[src/rtl/sac_pkg.sv]
// Package for the serial converter cycle control: constants and carried types
package sac_pkg;

  // Frame and cycle figures in serial clock periods
  localparam int unsigned SAMPLE_START_CLK  = 5;
  localparam int unsigned SAMPLE_CLKS       = 12;
  localparam int unsigned CONV_START_CLK    = 16;
  localparam int unsigned CONV_CLOCKS       = 14;
  localparam int unsigned CONV_SCLKS        = CONV_CLOCKS * 2;
  localparam int unsigned SDO_RELEASE_CLK   = 17;
  localparam int unsigned MUX_RESET_MIN_CLK = 4;
  localparam int unsigned MUX_RESET_MAX_CLK = 7;
  localparam int unsigned FRAME_BITS        = 16;
  localparam int unsigned RESULT_BITS       = 12;

  // Host clock limits, for the bench
  localparam int unsigned SCLK_MIN_KHZ     = 100;
  localparam int unsigned SCLK_MAX_KHZ     = 20000;
  localparam int unsigned SCLK_SPI_MAX_KHZ = 15000;
  localparam int unsigned SCLK_DSP_MAX_KHZ = 8000;

  // Reset values and rail clamp codes
  localparam logic [11:0] RESULT_RST = 12'h000;
  localparam logic [11:0] CODE_FULL  = 12'hfff;
  localparam logic [11:0] CODE_ZERO  = 12'h000;
  localparam logic [7:0]  CNT_RST    = 8'h00;

  typedef enum logic [1:0] {
    SAC_VAR_SINGLE,
    SAC_VAR_DUAL,
    SAC_VAR_PSEUDO
  } sac_variant_e;

  typedef enum {
    SAC_IDLE,
    SAC_WAIT,
    SAC_SAMPLE,
    SAC_CONVERT,
    SAC_DONE
  } sac_state_e;

  // Analog front end carrier
  typedef struct packed {
    logic        above_ref;
    logic        below_gnd;
    logic [11:0] code;
  } sac_analog_s;

  typedef struct packed {
    logic        sample_en;
    logic        convert_en;
    logic        powered;
    logic        channel;
  } sac_frontend_s;

endpackage : sac_pkg

[src/rtl/sac_ctrl.sv]
// Cycle control of the 12-bit serial successive-approximation converter
`timescale 1ns/100ps

module sac_ctrl
  import sac_pkg::*;
(
  // Clock and reset
  input  wire logic                  sys_clk,
  input  wire logic                  nrst,
  // Strap-like configuration, same domain
  input  wire sac_pkg::sac_variant_e variant,
  input  wire logic                  dsp_select_mode,
  // Host pins
  input  wire logic                  sclk,
  input  wire logic                  cs_n,
  input  wire logic                  frame_sync_in,
  output logic                       sdo_o,
  output logic                       sdo_oe_n,
  // Analog front end
  input  wire sac_pkg::sac_analog_s  analog,
  output sac_pkg::sac_frontend_s     frontend,
  output logic                       result_invalid
);
  import sac_pkg::*;

  ////////////////////////////////////////////////////////////////////////
  // Pin synchronisers
  logic [2:0] meta_r;
  logic [2:0] sync_r;
  logic [2:0] prev_r;

  always_ff @(posedge sys_clk or negedge nrst) begin
    if (!nrst) begin
      meta_r <= 3'b110;
      sync_r <= 3'b110;
      prev_r <= 3'b110;
    end else begin
      meta_r <= {cs_n, frame_sync_in, sclk};
      sync_r <= meta_r;
      prev_r <= sync_r;
    end
  end

  logic cs_s;
  logic fs_s;
  logic sck_s;
  logic cs_fall;
  logic cs_rise;
  logic fs_fall;
  logic fs_rise;
  logic sck_rise;
  logic sck_fall;

  assign cs_s     = sync_r[2];
  assign fs_s     = sync_r[1];
  assign sck_s    = sync_r[0];
  assign cs_fall  = prev_r[2] & ~cs_s;
  assign cs_rise  = ~prev_r[2] & cs_s;
  assign fs_fall  = prev_r[1] & ~fs_s;
  assign fs_rise  = ~prev_r[1] & fs_s;
  assign sck_rise = ~prev_r[0] & sck_s;
  assign sck_fall = prev_r[0] & ~sck_s;

  ////////////////////////////////////////////////////////////////////////
  // Cycle sequencer
  sac_state_e  state_r, state_nxt;
  logic [7:0]  fcnt_r, fcnt_nxt;
  logic [7:0]  rcnt_r, rcnt_nxt;
  logic [7:0]  ccnt_r, ccnt_nxt;
  logic [11:0] result_r, result_nxt;
  logic [15:0] shift_r, shift_nxt;
  logic        chan_r, chan_nxt;
  logic        pwr_r, pwr_nxt;
  logic        inval_r, inval_nxt;
  logic        bad_r, bad_nxt;
  logic        drive_r, drive_nxt;
  logic        sdo_r, sdo_nxt;
  logic        dual_ctl;
  logic        start;
  logic        chg_fall;
  logic        frame_end;
  logic [11:0] code_now;

  // Dual control only on the single-channel part while the synchronised frame sync is low
  assign dual_ctl  = (variant == SAC_VAR_SINGLE) && !fs_s;
  assign chg_fall  = dsp_select_mode || (variant != SAC_VAR_SINGLE);
  assign frame_end = cs_rise || (dual_ctl && fs_rise && state_r != SAC_IDLE && !cs_s);

  // Start: select fall when frame sync high; frame sync fall while clock high
  always_comb begin
    start = 1'b0;
    if (cs_fall && fs_s) begin
      start = 1'b1;
    end
    if ((variant == SAC_VAR_SINGLE) && fs_fall && sck_s && !cs_s) begin
      start = 1'b1;
    end
  end

  // Clamp codes at the rails
  always_comb begin
    code_now = analog.code;
    if (analog.above_ref) begin
      code_now = CODE_FULL;
    end else if (analog.below_gnd) begin
      code_now = CODE_ZERO;
    end
  end

  always_comb begin
    state_nxt  = state_r;
    fcnt_nxt   = fcnt_r;
    rcnt_nxt   = rcnt_r;
    ccnt_nxt   = ccnt_r;
    result_nxt = result_r;
    shift_nxt  = shift_r;
    chan_nxt   = chan_r;
    pwr_nxt    = pwr_r;
    inval_nxt  = inval_r;
    bad_nxt    = bad_r;
    drive_nxt  = drive_r;
    sdo_nxt    = sdo_r;

    // Wake and drive output
    if (cs_fall || fs_rise) begin
      pwr_nxt = 1'b1;
    end
    if (cs_fall || (fs_rise && !cs_s && state_r == SAC_IDLE)) begin
      // Previous result loaded, MSB first, low nibble zero
      shift_nxt = {result_r, 4'h0};
      sdo_nxt   = result_r[11];
      drive_nxt = 1'b1;
      inval_nxt = bad_r;
      rcnt_nxt  = CNT_RST;
    end

    if (start) begin
      state_nxt = SAC_WAIT;
      fcnt_nxt  = CNT_RST;
      rcnt_nxt  = CNT_RST;
      bad_nxt   = 1'b0;
    end else begin
      if (sck_fall && state_r != SAC_IDLE) begin
        fcnt_nxt = fcnt_r + 8'h01;
      end
      // Data shifts on the chosen clock edge
      if (drive_r && ((chg_fall && sck_fall) || (!chg_fall && sck_rise))) begin
        shift_nxt = {shift_r[14:0], 1'b0};
        sdo_nxt   = shift_r[14];
      end
      if (sck_rise && drive_r) begin
        rcnt_nxt = rcnt_r + 8'h01;
        if (rcnt_r == 8'(SDO_RELEASE_CLK - 1)) begin
          drive_nxt = 1'b0;
        end
      end
      case (state_r)
        SAC_IDLE: begin
        end
        SAC_WAIT: begin
          if (sck_fall && fcnt_r == 8'(SAMPLE_START_CLK - 2)) begin
            state_nxt = SAC_SAMPLE;
          end
        end
        SAC_SAMPLE: begin
          if (sck_fall && fcnt_r == 8'(CONV_START_CLK - 1)) begin
            state_nxt = SAC_CONVERT;
            ccnt_nxt  = CNT_RST;
          end
        end
        SAC_CONVERT: begin
          if (sck_fall) begin
            ccnt_nxt = ccnt_r + 8'h01;
            if (ccnt_r == 8'(CONV_SCLKS - 1)) begin
              state_nxt  = SAC_DONE;
              result_nxt = code_now;
              pwr_nxt    = 1'b0;
            end
          end
        end
        SAC_DONE: begin
        end
        default: state_nxt = SAC_IDLE;
      endcase
      if (frame_end && state_r != SAC_IDLE) begin
        if (state_r != SAC_DONE) begin
          bad_nxt = 1'b1;
          pwr_nxt = 1'b0;
        end
        state_nxt = SAC_IDLE;
      end
    end

    if (cs_rise) begin
      drive_nxt = 1'b0;
      if (variant == SAC_VAR_DUAL) begin
        if (rcnt_r >= 8'(MUX_RESET_MIN_CLK) && rcnt_r <= 8'(MUX_RESET_MAX_CLK)) begin
          chan_nxt = 1'b0;
        end else begin
          chan_nxt = ~chan_r;
        end
      end
    end
  end

  always_ff @(posedge sys_clk or negedge nrst) begin
    if (!nrst) begin
      state_r  <= SAC_IDLE;
      fcnt_r   <= CNT_RST;
      rcnt_r   <= CNT_RST;
      ccnt_r   <= CNT_RST;
      result_r <= RESULT_RST;
      shift_r  <= 16'h0000;
      chan_r   <= 1'b0;
      pwr_r    <= 1'b0;
      inval_r  <= 1'b0;
      bad_r    <= 1'b0;
      drive_r  <= 1'b0;
      sdo_r    <= 1'b0;
    end else begin
      state_r  <= state_nxt;
      fcnt_r   <= fcnt_nxt;
      rcnt_r   <= rcnt_nxt;
      ccnt_r   <= ccnt_nxt;
      result_r <= result_nxt;
      shift_r  <= shift_nxt;
      chan_r   <= chan_nxt;
      pwr_r    <= pwr_nxt;
      inval_r  <= inval_nxt;
      bad_r    <= bad_nxt;
      drive_r  <= drive_nxt;
      sdo_r    <= sdo_nxt;
    end
  end

  ////////////////////////////////////////////////////////////////////////
  // Outputs, all from flip-flops
  logic samp_r;
  logic conv_r;

  always_ff @(posedge sys_clk or negedge nrst) begin
    if (!nrst) begin
      samp_r <= 1'b0;
      conv_r <= 1'b0;
    end else begin
      samp_r <= (state_nxt == SAC_SAMPLE);
      conv_r <= (state_nxt == SAC_CONVERT);
    end
  end

  assign sdo_o          = sdo_r;
  assign sdo_oe_n       = ~drive_r;
  assign result_invalid = inval_r;
  assign frontend       = '{sample_en: samp_r, convert_en: conv_r,
                            powered: pwr_r, channel: chan_r};

endmodule : sac_ctrl

[config.mk]
export PLATFORM = sky130hd
export DESIGN_NAME = sac_ctrl
export DESIGN_NICKNAME = d
export VERILOG_FILES = /design/src/rtl/sac_pkg.sv /design/src/rtl/sac_ctrl.sv
export SDC_FILE = /design/constraint.sdc
export NUM_CORES = 1
export LEC_CHECK = 0
export BUFFER_PORTS_ARGS = -buffer_cell sky130_fd_sc_hd__buf_4
export CAP_MARGIN = 20
export CORE_ASPECT_RATIO = 1.25
export CORE_MARGIN = 2
export CORE_UTILIZATION = 30
export DETAILED_ROUTE_END_ITERATION = 8
export PLACE_DENSITY = 0.44
export REMOVE_ABC_BUFFERS = 1
export SYNTH_ARGS = -nofsm -noshare
export SYNTH_HDL_FRONTEND = slang
export SYNTH_SLANG_ARGS = --single-unit
[constraint.sdc]
create_clock -name sys_clk -period 2.3 [get_ports sys_clk]
set_clock_uncertainty 0.1 [all_clocks]
set_input_delay 0.23 -clock sys_clk [delete_from_list [all_inputs] [get_ports sys_clk]]
set_output_delay 0.23 -clock sys_clk [all_outputs]
set_load 0.01 [all_outputs]
==> impl_metrics.json <==
{
  "status": "finished with violations",
  "violations": "design-rule violations",
  "p_leak_nw": 2.37,
  "rsz0062_at_grt": "false",
  "final_common_cell": "dfrtp_1",
  "synthMuxAreaShare": 0.00728,
  "layout.nets": 509,
  "fillers": 1471,
  "grt_pass1_vias": 3302,
  "root_buffer": "clkbuf_16",
  "crit_required_ns": 2.49,
  "final_cell_mix": "dfrtp_1 (94), buf_4 (45), a21oi_1 (41), nand2_1 (31)",
  "synthAdderAreaFrac": 0.0112,
  "ys_types": 56,
  "crit_path_max_incr_delay_ns": 0.59,
  "grt_antenna_before_repair": 0,
  "h-tree-depth": 3,
  "grt_max_degree": 101,
  "antenna_cells": 0,
  "num_rows": 49,
  "maxSlewViolCount": 0,
  "place_ws_ns": 0.0844,
  "via_count": 3263,
  "die_w_um": 113,
  "dieArea_um2": 15900,
  "period_needed_ns": 2.19,
  "powerDensity_nw_per_um2": 711,
  "synth_edf_count": 0,
  "ir_drop_uv": 373,
  "synthArstFlopShare": 1.00,
  "initial_core_util": 0.309,
  "crit_path_end_kind": "flip-flop",
  "grtUsageTotal": 0.135,
  "clock_latency_ns": 0.35,
  "cts_buffers": 9,
  "synth_xor_area_frac": 0.00196,
  "yosys.area_share.simple": 0.230,
  "syn_area_um2": 4470,
  "viasPerCell": 4.90,
  "ys_seq_elements": 100,
  "syn2layout_area_growth_pct": 20.4,
  "detailed_place_hpwl_um": 6900,
  "cts_tree": "done",
  "ys_warn_count": 0,
  "ant_nets": 0,
  "clockBufferDepth": 2,
  "critPathLaunchType": "flip-flop",
  "timing_worst_setup_path_type": "flip-flop to flip-flop",
  "avgSynthCellArea_um2": 10.7,
  "drc": 2,
  "wl_per_cell_um": 14.8,
  "port_buffers": 28,
  "synth_top_family_by_area": "simple AND/OR/NAND/NOR gates",
  "cpMaxStageDelayCell": "dfstp_2",
  "ys.flop_type": "dfrtp_1",
  "path_cells": "and4bb_4, a22oi_2, buf_4, nand2_1, nor3_4, mux2_2",
  "setup_viol": 0,
  "synthCells": 417,
  "maxSlewHeadroom": 0.606,
  "cp_max_fo": 8,
  "max_freq_mhz": 456,
  "finalCritPeriodShare": 0.953,
  "yosysSeqAreaShare": 0.562,
  "routed_wl_um": 9880,
  "worst_slack_ns": 0.108,
  "drv_cap": 0,
  "drive_gt1_frac": 0.178,
  "io_pins": 29,
  "synth_compound_area_frac": 0.147,
  "dieHeight_um": 140,
  "setup_tns_ns": 0,
  "hold_class": "input pin to flip-flop",
  "grt_pass1_wl_um": 16900,
  "clk_pin_slew_ns": 0.07,
  "gp_congestion": 0.800,
  "worst_ep_arrival_time_ns": 2.38,
  "drt-pass1-iter-count": 6,
  "overflow": 0,
  "drt_iter0_markers": 210,
  "numClockSinks": 100,
  "hold_viol": 0,
  "worstMarginPinSlew_ns": 0.592,
  "core_area_um2": 14500
}
-- cells by family (layout without fill, tap and decap cells) --
group	after synthesis	in the layout
compound gates	113	113
xor+xnor	1	1
fa+ha+maj	4	4
buf+inv	34	77
flops	100	100
mux	3	3
other cells	1	29
simple gates	161	161
-- registers in the layout (all words and copies together) (netlist names), 3 cells and up --
| register | cells |
|---|---|
| shift_r | 15 |
| rcnt_r | 8 |
| fcnt_r | 8 |
| meta_r | 3 |
| prev_r | 3 |
| sync_r | 3 |
| ccnt_r | 8 |
| result_r | 12 |
| state_r | 32 |
-- final timing paths --
path                       startpoint      endpoint  slack (ns)  depth (start not counted)
max in group asynchronous        nrst       drive_r        1.27                          3
setup / recovery            sync_r[2]     rcnt_r[0]        0.11                          6
hold reg to reg             meta_r[1]     sync_r[1]        0.26                          0
min in group asynchronous        nrst     fcnt_r[5]        0.33                          3
hold / removal             analog[10]  result_r[10]        0.04                          3
setup reg to reg            sync_r[2]     rcnt_r[0]        0.11                          6
-- layout make-up --
type / instances / area (um^2) / share of cell area
inverter: 11 / 41.3 / 0.00768
clock buffer: 11 / 233 / 0.0433
sequential: 100 / 2510 / 0.467
multi-input combinational: 311 / 1910 / 0.355
timing repair buffer: 50 / 398 / 0.0740
clock inverter: 5 / 62.6 / 0.0116
tap: 178 / 223 / 0.0414
-- worst max-delay path: cells and delay by family, from the launching register on --
family | cells | cell delay, ns
AO/OA/AOI/OAI | 1 | 0.35
multiplexers | 1 | 0.22
flip-flops | 1 | 0.59
AND/OR/NAND/NOR | 3 | 0.68
buffers and inverters | 1 | 0.21
-- per-stage QoR --
step	cell area (um^2)	instances	hold slack [ns]	util	power, mW
finish	5380	666	0.0441	0.372	3.82
floorplan	4430	422	-0.166	-	2.17
global route	5380	666	0.0612	0.372	4.04
detailed placement	5010	646	0.240	0.347	2.35
global placement	5010	646	0.238	0.347	2.34
CTS	5350	666	0.0295	0.370	3.90
-- repair_timing --
item | in CTS | in global routing
resized for setup | 0 | 4
hold buffers | 4 | 0
endpoints found under the hold margin | 97 | 0
setup endpoints to repair | 0 | 23
setup buffers | 0 | 0
-- report_power, final --
group	leakage, nW	switching, mW	total (mW)	internal (mW)
logic	0.978	0.186	0.343	0.156
registers	1.26	0.0927	1.97	1.88
clock network	0.136	0.662	1.51	0.850
-- per-layer routing --
| layer | wire [um] | GRT usage | up-vias |
|---|---|---|---|
| met3 | 240 | 0.0225 | 14 |
| li1 | - | - | 1624 |
| met5 | 0 | 0 | - |
| met4 | 216 | 0.0623 | 0 |
| met2 | 4710 | 0.205 | 32 |
| met1 | 4720 | 0.188 | 1593 |
-- Yosys cell counts, types with 2 or more instances --
| cell | number | share of area |
|---|---|---|
| nor4_2 | 3 | 0.0084 |
| a22o_1 | 2 | 0.0039 |
| nor3b_1 | 2 | 0.0034 |
| nor2_1 | 30 | 0.025 |
| o21ai_0 | 30 | 0.034 |
| dfstp_2 | 6 | 0.035 |
| and2_1 | 3 | 0.0042 |
| nor3_1 | 9 | 0.010 |
| nand4_1 | 7 | 0.0098 |
| nand2b_1 | 4 | 0.0056 |
| dfrtp_1 | 94 | 0.53 |
| a21o_1 | 3 | 0.0050 |
| nand3b_1 | 4 | 0.0067 |
| clkbuf_1 | 8 | 0.0067 |
| or4_1 | 2 | 0.0034 |
| buf_4 | 6 | 0.010 |
| or4b_1 | 2 | 0.0045 |
| a211o_1 | 2 | 0.0039 |
| and4_1 | 4 | 0.0078 |
| or3_1 | 10 | 0.014 |
| nor4_1 | 3 | 0.0042 |
| nor4b_1 | 3 | 0.0059 |
| nand2_1 | 32 | 0.027 |
| and3_1 | 9 | 0.013 |
| o21ai_1 | 10 | 0.011 |
| a221o_1 | 4 | 0.0090 |
| o31ai_1 | 3 | 0.0050 |
| nor4_4 | 6 | 0.029 |
| inv_1 | 11 | 0.0092 |
| buf_2 | 6 | 0.0067 |
| and4_4 | 2 | 0.0050 |
| mux2_2 | 2 | 0.0050 |
| nand4_2 | 2 | 0.0056 |
| nand4b_1 | 2 | 0.0039 |
| a31oi_1 | 13 | 0.018 |
| a21oi_1 | 41 | 0.046 |
| ha_1 | 4 | 0.011 |
| buf_6 | 3 | 0.0076 |
| nand3_1 | 11 | 0.012 |
| nor2b_1 | 3 | 0.0042 |
No activity file was read; power rests on OpenSTA's default activity.
